## src/logic/tpg_defs.svh

```systemverilog
// Constants for the converter output test pattern generator.
// Assumes inclusion by bare name from files that use the generator.
`ifndef TPG_DEFS_SVH
`define TPG_DEFS_SVH

// ----------------------------------------------------------------------
// Register offsets
// ----------------------------------------------------------------------
`define TPG_ADDR_W          12
`define TPG_OFF_MODE        12'h550
`define TPG_OFF_USER_FIRST  12'h551
`define TPG_OFF_USER_LAST   12'h558
`define TPG_OFF_DDC0_EN     12'h327
`define TPG_OFF_DDC1_EN     12'h347
`define TPG_OFF_DDC2_EN     12'h367
`define TPG_OFF_FOURTH_DOWNCONVERTER_EN     12'h387

// ----------------------------------------------------------------------
// Mode and downconverter enable register fields and reset values
// ----------------------------------------------------------------------
`define TPG_SEL_HI          3
`define TPG_SEL_LO          0
`define TPG_BIT_RESEED_LONG 4
`define TPG_BIT_RESEED_SHRT 5
`define TPG_BIT_USER_SINGLE 7
`define TPG_BIT_DDC_I_EN    0
`define TPG_BIT_DDC_Q_EN    2
`define TPG_RST_BYTE        8'h00

// ----------------------------------------------------------------------
// Pattern select codes
// ----------------------------------------------------------------------
`define TPG_SEL_OFF         4'h0
`define TPG_SEL_MIDSCALE    4'h1
`define TPG_SEL_POS_FULL    4'h2
`define TPG_SEL_NEG_FULL    4'h3
`define TPG_SEL_CHECKER     4'h4
`define TPG_SEL_PN_LONG     4'h5
`define TPG_SEL_PN_SHORT    4'h6
`define TPG_SEL_TOGGLE      4'h7
`define TPG_SEL_USER        4'h8
`define TPG_SEL_RAMP        4'hf

// ----------------------------------------------------------------------
// Pattern words and seeds
// ----------------------------------------------------------------------
`define TPG_W_MIDSCALE      14'h0000
`define TPG_W_POS_FULL      14'h1fff
`define TPG_W_NEG_FULL      14'h2000
`define TPG_W_CHECK_A       14'h1555
`define TPG_W_CHECK_B       14'h2aaa
`define TPG_W_ZEROS         14'h0000
`define TPG_W_ONES          14'h3fff
`define TPG_SEED_LONG       23'h003aff
`define TPG_SEED_SHORT      9'h092
`define TPG_TAP_LONG        18
`define TPG_TAP_SHORT       5
`define TPG_USER_HI         15
`define TPG_USER_LO         2

`endif

```

## src/logic/tpg_pkg.sv

```systemverilog
// Types shared by the test pattern generator and its bench.
// Assumes tpg_defs.svh sits on the include path.
package tpg_pkg;

  // ----------------------------------------------------------------------
  // Sample carriers
  // ----------------------------------------------------------------------
  typedef struct packed {
    logic [13:0] a;
    logic [13:0] b;
  } tpg_conv_t;

  typedef struct packed {
    logic [15:0] i;
    logic [15:0] q;
  } tpg_iq_t;

  typedef struct packed {
    tpg_conv_t          conv;
    tpg_iq_t [3:0]      ddc;
  } tpg_frame_t;

  // Single-shot user sequence progress
  typedef enum logic [0:0] {
    TPG_US_RUN,
    TPG_US_DONE
  } tpg_user_st_t;

endpackage

```

## src/logic/tpg_buf2.sv

```systemverilog
// Two-entry buffer with valid and ready on both sides.
// Assumes one clock and an active-low asynchronous reset.
`timescale 1ns/100ps
module tpg_buf2 #(
  parameter int WIDTH = 8
) (
  // Clock and reset
  input  wire logic             clk,
  input  wire logic             rstn,
  // Filling side
  input  wire logic             in_valid,
  output logic                  in_ready,
  input  wire logic [WIDTH-1:0] in_data,
  // Draining side
  output logic                  out_valid,
  input  wire logic             out_ready,
  output logic [WIDTH-1:0]      out_data
);

  logic [WIDTH-1:0] mem [2];
  logic [1:0]       count;
  logic             wptr;
  logic             rptr;
  logic             push;
  logic             pop;

  // ----------------------------------------------------------------------
  // Handshakes
  // ----------------------------------------------------------------------
  assign in_ready  = (count != 2'h2);
  assign out_valid = (count != 2'h0);
  assign push      = in_valid & in_ready;
  assign pop       = out_valid & out_ready;
  assign out_data  = mem[rptr];

  // Storage; entries are flops so the drained word is registered
  always_ff @(posedge clk or negedge rstn) begin
    if (!rstn) begin
      mem[0] <= '0;
      mem[1] <= '0;
    end else if (push) begin
      mem[wptr] <= in_data;
    end
  end

  // Pointers and fill level
  always_ff @(posedge clk or negedge rstn) begin
    if (!rstn) begin
      wptr  <= 1'b0;
      rptr  <= 1'b0;
      count <= 2'h0;
    end else begin
      if (push) begin
        wptr <= ~wptr;
      end
      if (pop) begin
        rptr <= ~rptr;
      end
      count <= count + {1'b0, push} - {1'b0, pop};
    end
  end

endmodule

```

## src/logic/tpg_gen.sv

```systemverilog
// Converter output test pattern generator with register port.
// Assumes samples arrive synchronous to clk (the encode clock); a stopped
// clock simply freezes every generator.
`timescale 1ns/100ps
`include "tpg_defs.svh"

// Overview of operation
// - Any selected pattern replaces converter samples and passes the formatting stage.
// - Only fixed and ramp patterns are formatted; others pass unchanged.
// - Setting either reseed bit restarts pseudorandom generators from their seeds.
// - Patterns ignore analog input and advance only on encode clock samples.
// - Four-bit select field picks the pattern; zero means off, the default.
// - Downconverter I words carry channel A pattern, Q words channel B.
// - Fourth downconverter: I takes channel A when bit 0 set; Q never patterned.
// - Checkerboard alternates two fixed words, first word first, one per sample.
// - Long mode uses a 23-stage generator from its seed.
// - Short mode uses a 9-stage generator from its seed.
// - Word toggle alternates all zeros and all ones, zeros first.
// - Repeat user mode cycles bits 15..2 of four user words.
// - Single user mode sends four user words once, then zeros.
module tpg_gen
  import tpg_pkg::*;
#(
  parameter int NCH  = 2,
  parameter int NDDC = 4
) (
  // Clock and reset
  input  wire logic                   clk,
  input  wire logic                   rstn,
  // Register port
  input  wire logic                   reg_wr,
  input  wire logic [`TPG_ADDR_W-1:0] reg_addr,
  input  wire logic [7:0]             reg_wdata,
  output logic [7:0]                  reg_rdata,
  // Static configuration
  input  wire logic                   ddc_mode,
  input  wire logic                   offset_binary,
  // Converter and downconverter samples in
  input  wire logic                   in_valid,
  output logic                        in_ready,
  input  wire tpg_frame_t             in_frame,
  // Samples toward the serial link
  output logic                        out_valid,
  input  wire logic                   out_ready,
  output tpg_frame_t                  out_frame,
  // Pattern active indication
  output logic                        test_active
);

  // ----------------------------------------------------------------------
  // Registers
  // ----------------------------------------------------------------------
  logic [7:0]  mode_reg;
  logic [7:0]  user_byte [8];
  logic [7:0]  ddc_en    [NDDC];
  logic [3:0]  sel;
  logic        fire;
  tpg_frame_t  next_frame;
  logic [13:0] pat [NCH];

  assign sel         = mode_reg[`TPG_SEL_HI:`TPG_SEL_LO];
  assign test_active = (sel != `TPG_SEL_OFF);
  assign fire        = in_valid & in_ready;

  // Mode register; plain write, no self-clearing bits
  always_ff @(posedge clk or negedge rstn) begin
    if (!rstn) begin
      mode_reg <= `TPG_RST_BYTE;
    end else if (reg_wr && reg_addr == `TPG_OFF_MODE) begin
      mode_reg <= reg_wdata;
    end
  end

  // User pattern bytes and downconverter enables
  genvar gu;
  generate
    for (gu = 0; gu < 8; gu++) begin : g_user
      always_ff @(posedge clk or negedge rstn) begin
        if (!rstn) begin
          user_byte[gu] <= `TPG_RST_BYTE;
        end else if (reg_wr && reg_addr == `TPG_OFF_USER_FIRST + 12'(gu)) begin
          user_byte[gu] <= reg_wdata;
        end
      end
    end
  endgenerate

  // Per-downconverter enable register, one offset each
  function automatic logic [11:0] ddc_off(input int d);
    logic [11:0] r;
    case (d)
      0:       r = `TPG_OFF_DDC0_EN;
      1:       r = `TPG_OFF_DDC1_EN;
      2:       r = `TPG_OFF_DDC2_EN;
      default: r = `TPG_OFF_FOURTH_DOWNCONVERTER_EN;
    endcase
    return r;
  endfunction

  genvar gd;
  generate
    for (gd = 0; gd < NDDC; gd++) begin : g_den
      always_ff @(posedge clk or negedge rstn) begin
        if (!rstn) begin
          ddc_en[gd] <= `TPG_RST_BYTE;
        end else if (reg_wr && reg_addr == ddc_off(gd)) begin
          ddc_en[gd] <= reg_wdata;
        end
      end
    end
  endgenerate

  // Read data is registered; unmapped offsets read zero
  always_ff @(posedge clk or negedge rstn) begin
    if (!rstn) begin
      reg_rdata <= `TPG_RST_BYTE;
    end else begin
      reg_rdata <= `TPG_RST_BYTE;
      if (reg_addr == `TPG_OFF_MODE) begin
        reg_rdata <= mode_reg;
      end
      if (reg_addr >= `TPG_OFF_USER_FIRST && reg_addr <= `TPG_OFF_USER_LAST) begin
        reg_rdata <= user_byte[3'(reg_addr - `TPG_OFF_USER_FIRST)];
      end
      for (int d = 0; d < NDDC; d++) begin
        if (reg_addr == ddc_off(d)) begin
          reg_rdata <= ddc_en[d];
        end
      end
    end
  end

  // ----------------------------------------------------------------------
  // Pseudorandom step functions, fourteen shifts per sample
  // ----------------------------------------------------------------------
  function automatic logic [22:0] step_long(input logic [22:0] s);
    logic [22:0] r;
    r = s;
    for (int k = 0; k < 14; k++) begin
      r = {r[21:0], r[22] ^ r[`TPG_TAP_LONG-1]};
    end
    return r;
  endfunction

  function automatic logic [8:0] step_short(input logic [8:0] s);
    logic [8:0] r;
    r = s;
    for (int k = 0; k < 14; k++) begin
      r = {r[7:0], r[8] ^ r[`TPG_TAP_SHORT-1]};
    end
    return r;
  endfunction

  // ----------------------------------------------------------------------
  // Per-channel generators
  // ----------------------------------------------------------------------
  genvar gc;
  generate
    for (gc = 0; gc < NCH; gc++) begin : g_ch
      logic [22:0]  pn_long;
      logic [8:0]   pn_short;
      logic [13:0]  ramp;
      logic         phase;
      logic [1:0]   uidx;
      tpg_user_st_t ust;
      logic [13:0]  uword;
      logic [15:0]  uraw;
      logic [22:0]  next_pn_long;
      logic [8:0]   next_pn_short;
      logic [13:0]  raw;

      // User word is the byte pair; the low two bits are dropped
      assign uraw          = {user_byte[{uidx, 1'b1}], user_byte[{uidx, 1'b0}]};
      assign uword         = uraw[`TPG_USER_HI:`TPG_USER_LO];
      assign next_pn_long  = step_long(pn_long);
      assign next_pn_short = step_short(pn_short);

      // Seeds reload while a reseed bit is set, so the next word restarts
      always_ff @(posedge clk or negedge rstn) begin
        if (!rstn) begin
          pn_long  <= `TPG_SEED_LONG;
          pn_short <= `TPG_SEED_SHORT;
        end else begin
          if (mode_reg[`TPG_BIT_RESEED_LONG] || mode_reg[`TPG_BIT_RESEED_SHRT]) begin
            pn_long  <= `TPG_SEED_LONG;
            pn_short <= `TPG_SEED_SHORT;
          end else if (fire) begin
            pn_long  <= next_pn_long;
            pn_short <= next_pn_short;
          end
        end
      end

      // Toggle phase and user index restart whenever patterns are off; the ramp keeps its count
      always_ff @(posedge clk or negedge rstn) begin
        if (!rstn) begin
          ramp  <= '0;
          phase <= 1'b0;
          uidx  <= 2'h0;
          ust   <= TPG_US_RUN;
        end else if (!test_active) begin
          phase <= 1'b0;
          uidx  <= 2'h0;
          ust   <= TPG_US_RUN;
        end else if (fire) begin
          ramp  <= ramp + 14'h0001;
          phase <= ~phase;
          uidx  <= uidx + 2'h1;
          case (ust)
            TPG_US_RUN: begin
              if (uidx == 2'h3 && mode_reg[`TPG_BIT_USER_SINGLE]) begin
                ust <= TPG_US_DONE;
              end
            end
            TPG_US_DONE: ust <= TPG_US_DONE;
            default:     ust <= TPG_US_RUN;
          endcase
        end
      end

      // Word selection; analog samples never enter this path
      always_comb begin
        raw = `TPG_W_ZEROS;
        case (sel)
          `TPG_SEL_MIDSCALE: raw = `TPG_W_MIDSCALE;
          `TPG_SEL_POS_FULL: raw = `TPG_W_POS_FULL;
          `TPG_SEL_NEG_FULL: raw = `TPG_W_NEG_FULL;
          `TPG_SEL_CHECKER:  raw = phase ? `TPG_W_CHECK_B : `TPG_W_CHECK_A;
          `TPG_SEL_PN_LONG:  raw = next_pn_long[13:0];
          `TPG_SEL_PN_SHORT: raw = next_pn_short[13:0];
          `TPG_SEL_TOGGLE:   raw = phase ? `TPG_W_ONES : `TPG_W_ZEROS;
          `TPG_SEL_USER:     raw = (ust == TPG_US_DONE) ? `TPG_W_ZEROS : uword;
          `TPG_SEL_RAMP:     raw = ramp;
          default:           raw = `TPG_W_ZEROS;
        endcase
      end

      // Formatting touches only fixed and ramp words; offset binary flips MSB
      always_comb begin
        pat[gc] = raw;
        if (offset_binary && (sel == `TPG_SEL_MIDSCALE || sel == `TPG_SEL_POS_FULL ||
            sel == `TPG_SEL_NEG_FULL || sel == `TPG_SEL_RAMP)) begin
          pat[gc] = {~raw[13], raw[12:0]};
        end
      end
    end
  endgenerate

  // ----------------------------------------------------------------------
  // Injection into the converter and downconverter words
  // ----------------------------------------------------------------------
  always_comb begin
    next_frame = in_frame;
    // Converter path: analog result cut off, live samples pass when off
    if (test_active) begin
      next_frame.conv.a = pat[0];
      next_frame.conv.b = pat[1];
    end
    // Downconverters: I from channel A, Q from channel B, last one I only
    for (int d = 0; d < NDDC; d++) begin
      if (test_active && ddc_mode && ddc_en[d][`TPG_BIT_DDC_I_EN]) begin
        next_frame.ddc[d].i = {pat[0], 2'b00};
      end
      if (test_active && ddc_mode && ddc_en[d][`TPG_BIT_DDC_Q_EN] && d != NDDC - 1) begin
        next_frame.ddc[d].q = {pat[1], 2'b00};
      end
    end
  end

  // ----------------------------------------------------------------------
  // Output buffer; a stalled receiver holds back the source instead of
  // dropping a word, and generators only step on accepted samples
  // ----------------------------------------------------------------------
  tpg_buf2 #(
    .WIDTH ($bits(tpg_frame_t))
  ) u_buf (
    .clk       (clk),
    .rstn      (rstn),
    .in_valid  (in_valid),
    .in_ready  (in_ready),
    .in_data   (next_frame),
    .out_valid (out_valid),
    .out_ready (out_ready),
    .out_data  (out_frame)
  );

endmodule

```

## config.mk

```make
export PLATFORM = sky130hd
export DESIGN_NAME = tpg_gen
export DESIGN_NICKNAME = d
export VERILOG_FILES = /design/src/logic/tpg_pkg.sv /design/src/logic/tpg_buf2.sv /design/src/logic/tpg_gen.sv
export VERILOG_INCLUDE_DIRS = /design/src /design/src/logic
export SDC_FILE = /design/constraint.sdc
export NUM_CORES = 1
export LEC_CHECK = 0
export BUFFER_PORTS_ARGS = -buffer_cell sky130_fd_sc_hd__buf_2
export CAP_MARGIN = 5
export CORE_UTILIZATION = 60
export CTS_BUF_LIST = sky130_fd_sc_hd__clkbuf_8 sky130_fd_sc_hd__clkbuf_16
export CTS_CLUSTER_DIAMETER = 50
export CTS_CLUSTER_SIZE = 28
export DETAILED_ROUTE_END_ITERATION = 12
export PLACE_DENSITY = 0.86
export SLEW_MARGIN = 20
export SYNTH_ARGS = -nofsm -noshare
export SYNTH_HDL_FRONTEND = slang
export SYNTH_SLANG_ARGS = --single-unit
```

## constraint.sdc

```tcl
create_clock -name clk -period 3.6 [get_ports clk]
set_clock_uncertainty 0.2 [all_clocks]
set_input_delay 0.36 -clock clk [delete_from_list [all_inputs] [get_ports clk]]
set_output_delay 0.36 -clock clk [all_outputs]
set_load 0.02 [all_outputs]
```

---- Yosys cells after proc, flatten, opt, wreduce, memory -nomap -nowiden ----
Cells that the tools add are included.
storage, ports and cells
  flip-flop bits (word level) ............. 528
  latch bits .............................. 0
  bits in writable memories ............... 0
  bits in read-only memories .............. 0
  input bits .............................. 183
  output and inout port bits .............. 167
  memories ................................ 0
cells by class
  $add $sub $neg .......................... 7
  multipliers ............................. 0
  divide/modulo/power cells ............... 0
  order comparisons ....................... 10
  equality and inequality tests ........... 26
  shift operators ......................... 0
  mux-type cells .......................... 69
  bitwise logic cells ..................... 73
  reduce and logical (&&, ||, !) cells .... 34
operators with widths
  operator               number
  $mux 156               4
  $bwmux 312             1
  $pmux 14 s8            2
  $demux 156 s1          1
  $mux 8                 16
  $bmux 8 s3             5
  $mux 14                8
  $mux 16                7
  $eq 12x11->1 const B   9
  $mux 23                4
  $xor 1x1->1            56
  $eq 12x10->1 const B   4
  $mux 9                 4
  $add 14x1->14 const B  2
  $mux 28                1
  $logic_and 1x1->1      26
  $ge 4x4->1 const B     5
  $not 3->4              5
  $eq 4x3->1 const B     4
  $ge 12x11->1 const B   1
  $le 12x11->1 const B   1
  $mux 1                 10
  $eq 4x2->1 const B     2
  $eq 4x4->1 const B     2
  19 further kinds       39

---- Logic depth before layout (Yosys ltp) ----
  word-level depth ........................ 10
  mapped depth ............................ 11
  mapped depth without buffers ............ 7

---- By module ----
Synthesis repeated with hierarchy kept, for this count alone.
unflattened totals
  cells, all modules ...................... 2146
  area total of the unflattened synthesis .. 27714.1 um^2
modules (own cells, without submodules)
  module    times used  cells each  area an instance (um^2)
  tpg_buf2  1           850         14838.0
  tpg_gen   1           1296        12876.1

---- Worst setup path after synthesis ----
No wires, ideal clock.
  path type ............................... input to register
  start ................................... in reg_addr[0]
  end ..................................... reg reg_rdata[2]
  data arrival time ....................... 2708 ps
  path slack .............................. 554 ps
  cell stages on the path ................. 11
  path buffers ............................ 4
  cell sequence ........................... buf_2 buf_2 inv_1 ha_1 clkbuf_1 buf_1 mux4_2 mux2i_1 nor3_1 a211oi_1 o21ai_0
on the way
  longest elaborated chain between the ends .. 10
  elaborated cells on any way between the ends .. 19
RTL lines
  element                       line            source
  from (decl)                   tpg_gen.sv:32   input wire logic [`TPG_ADDR_W-1:0] reg_addr,
  $sub 3x1->3 (no source line)  --
  $not 3->4                     tpg_gen.sv:123  reg_rdata <= user_byte[3'(reg_addr - `TPG_OFF_USER_FIRST)];
  $bmux 8 s3                    tpg_gen.sv:123
  $mux 8 (2 in series)          tpg_gen.sv:123
  $mux 8                        tpg_gen.sv:122  if (reg_addr >= `TPG_OFF_USER_FIRST && reg_addr <= `TPG_OFF_USER_LAST) begin
  $mux 8 (3 in series)          tpg_gen.sv:126  if (reg_addr == ddc_off(d)) begin
  $mux 8 (*)                    tpg_gen.sv:126
  to (signal assigned)          tpg_gen.sv:120  reg_rdata <= mode_reg;
  to (signal assigned)          tpg_gen.sv:123
  to (signal assigned)          tpg_gen.sv:127  reg_rdata <= ddc_en[d];
  to (decl)                     tpg_gen.sv:34   output logic [7:0] reg_rdata,
Every way passes the cells marked *; elsewhere a longest branch is shown, timed or not. The select of a mux whose other input is x is not followed.
A chain may end at the register's enable or synchronous reset.

---- Worst setup path in the final report ----
  start ................................... reg mode_reg[3]
  end ..................................... reg u_buf.mem[162] (netlist bit)
on the way
  longest elaborated chain between the ends .. 5
  elaborated cells on any way between the ends .. 15
RTL lines
  element                                           line                            source
  from (decl)                                       tpg_gen.sv:53                   logic [7:0] mode_reg;
  from (signal assigned)                            tpg_gen.sv:68                   mode_reg <= `TPG_RST_BYTE;
  from (signal assigned)                            tpg_gen.sv:70                   mode_reg <= reg_wdata;
  $eq 4x4->1, or another cell as far along          tpg_gen.sv:224                  case (sel)
  $pmux 14 s8 or $logic_and 1x1->1 (tied branches)  --
  $mux 14 or $logic_and 1x1->1 (tied branches)      tpg_gen.sv:241, tpg_gen.sv:264
  $mux 16 (*)                                       tpg_gen.sv:264                  if (test_active && ddc_mode && ddc_en[d][`TPG_BIT_DDC_Q_EN] && d != NDDC - 1) begin
  $bwmux 312 (*)                                    tpg_buf2.sv:42                  mem[wptr] <= in_data;
  to (signal, indexed assignment)                   tpg_buf2.sv:42
  to (decl)                                         tpg_buf2.sv:20                  logic [WIDTH-1:0] mem [2];
Every way passes the cells marked *; elsewhere a longest branch is shown, timed or not.

==> results_dict.tcl <==
set metrics [dict create \
    layout-drive-gt1-share_pct 28.7 \
    vias 24623 \
    crit_cells 5 \
    arrival_ns 3.53 \
    critical_path_class "flop to flop" \
    async_flop_share_pct 100 \
    largest_reg_flops 312 \
    yosysUniqueCellTypes 66 \
    die_y_um 214 \
    hold_violations 0 \
    min_path_type "primary input to flop" \
    ctsResizeCount 0 \
    peakVddDrop_v 0.000680 \
    grt_pass1_vias 24624 \
    finalCriticalPeriod_ns 3.26 \
    r2r_start "mode_reg[3]$_DFFE_PN0P_" \
    synth_nets 2722 \
    setup_tns_ns 0 \
    reg.largest.list "u_buf.mem x312, user_byte x64, g_ch.pn_long x46" \
    hold_slack_ns 0.0325 \
    cp_cell_sequence "and4_1 -> a222oi_1 -> a21boi_0 -> nand3_1 -> a22o_1" \
    num-fill-cells 2643 \
    clk_path_buf_depth 3 \
    initial_utilization_pct 60.7 \
    worstSkewPairLatency_ns 0.61 \
    synthMuxAreaShare_pct 15.2 \
    antenna_found_initial 9 \
    io_pins 350 \
    cts.clk_slew.worst_paths_ns 0.08 \
    tightest_slew_ns 1.06 \
    yosys.area_share.simple_pct 16.3 \
    dieWidth_um 214 \
    synth_area_leaders "dfrtp_1, mux2_2, nand2_1" \
    rr_worst_depth 5 \
    htreeDepth 2 \
    drtAntennaViolNets 0 \
    synth_top_area_cell "dfrtp_1" \
    rows 77 \
    worst_setup_path_start_kind "flop" \
    synth_compound_area_share_pct 12.1 \
    wire_per_inst_um 26.0 \
    outcome "finished, final reports clean" \
    finalSetupViolCount 0 \
    synthTopCellsByCount "dfrtp_1, nand2_1, mux2_2" \
    grt_overflow 0 \
    power.leakage_nw 15.3 \
    nets 3144 \
    maxSlewViolCount 0 \
    grt.total_usage_pct 40.3 \
    crit_family "compound AO/OA/AOI/OAI gates" \
    cap_violations 0 \
    clockRootBuffer "clkbuf_16" \
    cp_slowest_stage_delay_ns 0.68 \
    total_power_mw 26.1 \
    placedCellCount 3340 \
    whs_endpoint "user_byte[30]$_DFFE_PN0P_" \
    dr.pass1.iters 9 \
    syn_area_sq_um 26900 \
    synth_area_per_cell_sq_um 10.6 \
    crit_path_max_fanout 28 \
    synth.top_cell.area_share_pct 46.4 \
    fp.coreArea_sq_um 44200 \
    slowest_stage "and4_1" \
    relSlewSlack_pct 29.1 \
    max_freq_mhz 307 \
    fin_crit_sh_pct 90.6 \
    cts-buffers-inserted 43 \
    grt_pass1_wl_um 140000 \
    netlist_instances 2528 \
    synthAdderAreaFrac_pct 0.512 \
    synth_seq_cells 528 \
    hp-start "reg_wdata[6]" \
    io_buffers 349 \
    grt_max_degree 111 \
    r2r_slack_ns 0.34 \
    final_core_util_pct 73.2 \
    power_density_nw_per_um2 805 \
    cts_tree "done" \
    hpwl_um 57700 \
    ys.flop_type "dfrtp_1" \
    cp.required_ns 3.87 \
    synth-edff-count 0 \
    yosysSeqAreaShare_pct 49.3 \
    ys.warnings.count 0 \
    clock-sinks 528 \
    area_growth_pct 20.5 \
    initialDrtViolationCount 3819 \
    synth_xor_area_share_pct 3.42 \
    place_congestion 0.933 \
    top_register "u_buf.mem" \
    hold_depth 2 \
    rsz0062_at_grt "no" \
    fin_cells 3581 \
    synth_most_common_cell "dfrtp_1" \
    r2r_end "u_buf.mem[162]$_DFFE_PN0P_" \
    drc 0 \
    die-area_sq_um 45600 \
    crit_path_end_kind "flop" \
    worstPathBufferInverterCount 0 \
    synth_top_family_by_area "simple AND/OR/NAND/NOR gates" \
    drt-total-wl_um 93200 \
    via_per_inst 6.88 \
]
-- per-stage QoR --
step                      worst slack [ns]  cell area [sq um]
after floorplan                      0.554              26900
after global placement               0.580              29300
after detailed placement             0.488              29300
after CTS                            0.404              32400
after global routing                 0.259              32400
final                                0.338              32400
-- worst reg2reg max path: stages, from the launching register on --
cell	delay [ns]
dfrtp_1	0.64
and4_1	0.69
a222oi_1	0.48
a21boi_0	0.65
nand3_1	0.23
a22o_1	0.27
-- how the worst max path moves through the flow --
stage | start | to
2_1_floorplan | reg_addr[0] | reg_rdata[2]$_DFF_PN0_
6_report | mode_reg[3]$_DFFE_PN0P_ | u_buf.mem[162]$_DFFE_PN0P_
3_3_place_gp | mode_reg[3]$_DFFE_PN0P_ | u_buf.mem[162]$_DFFE_PN0P_
3_5_place_dp | mode_reg[3]$_DFFE_PN0P_ | u_buf.mem[242]$_DFFE_PN0P_
4_1_cts | u_buf.rptr$_DFFE_PN0P_ | out_frame[89]
5_1_grt | mode_reg[2]$_DFFE_PN0P_ | u_buf.mem[242]$_DFFE_PN0P_
-- power breakdown --
group          switching (mW)  internal [mW]
Sequential               1.63           8.13
Clock                    2.59           2.50
Combinational            6.57           4.64
-- what timing repair did --
action                                 in CTS  in global routing
endpoints found under the hold margin     386                  0
buffers inserted                            0                  0
hold buffers                              157                  0
-- cells by family (layout without fill, tap and decap cells) --
family,count (synthesis),after routing
flip-flops,528,528
AND/OR/NAND/NOR,944,944
XOR/XNOR,105,105
adder cells (fa/ha/maj),11,11
multiplexers,314,314
other,0,4
buffers and inverters,210,667
AO/OA/AOI/OAI,416,416
-- cell usage in the layout (no fill, tap or decap), types with 7 or more instances in the layout --
cell,synthesis,layout
dfrtp_1,498,497
nand2_1,378,377
buf_2,22,348
mux2_2,264,264
nor2_1,196,196
dlygate4sd3_1,0,157
nand3_1,144,142
and3_1,120,118
a221o_1,84,84
a22o_1,71,71
xnor2_1,65,65
buf_4,1,59
a21oi_1,55,55
clkbuf_16,0,44
xor2_1,40,40
o21ai_0,37,37
o211ai_1,37,37
a31oi_1,34,34
mux4_2,31,31
dfstp_2,30,30
a222oi_1,24,24
o22a_1,24,24
a22oi_1,18,18
nand4_1,16,16
nor3_1,15,15
and2_1,14,14
mux4_1,13,13
buf_12,1,12
ha_1,11,11
inv_1,8,9
inv_6,0,9
a211oi_1,8,8
o22ai_1,7,7
or3_1,7,7
nand3_2,7,7
-- area by class of cell --
cell class / instances / area (sq um) / share of cell area, %
flip-flops and latches: 528 / 13300 / 40.9
clock inverters: 31 / 329 / 1.02
clock buffers: 49 / 1170 / 3.61
well taps: 592 / 741 / 2.29
diodes: 4 / 10.0 / 0.0309
repair buffers: 577 / 4010 / 12.4
inverters: 10 / 37.5 / 0.116
multi-input cells: 1790 / 12800 / 39.6
-- metal layers --
metal  vias up  GRT usage, %  routed length [um]
li1      10034             -                   -
met1     12062          47.2               32000
met2      1943          62.8               42900
met3       572          13.9               11500
met4        12          27.1                6680
met5         -         0.862                 101
No activity file was read; power rests on OpenSTA's default activity.
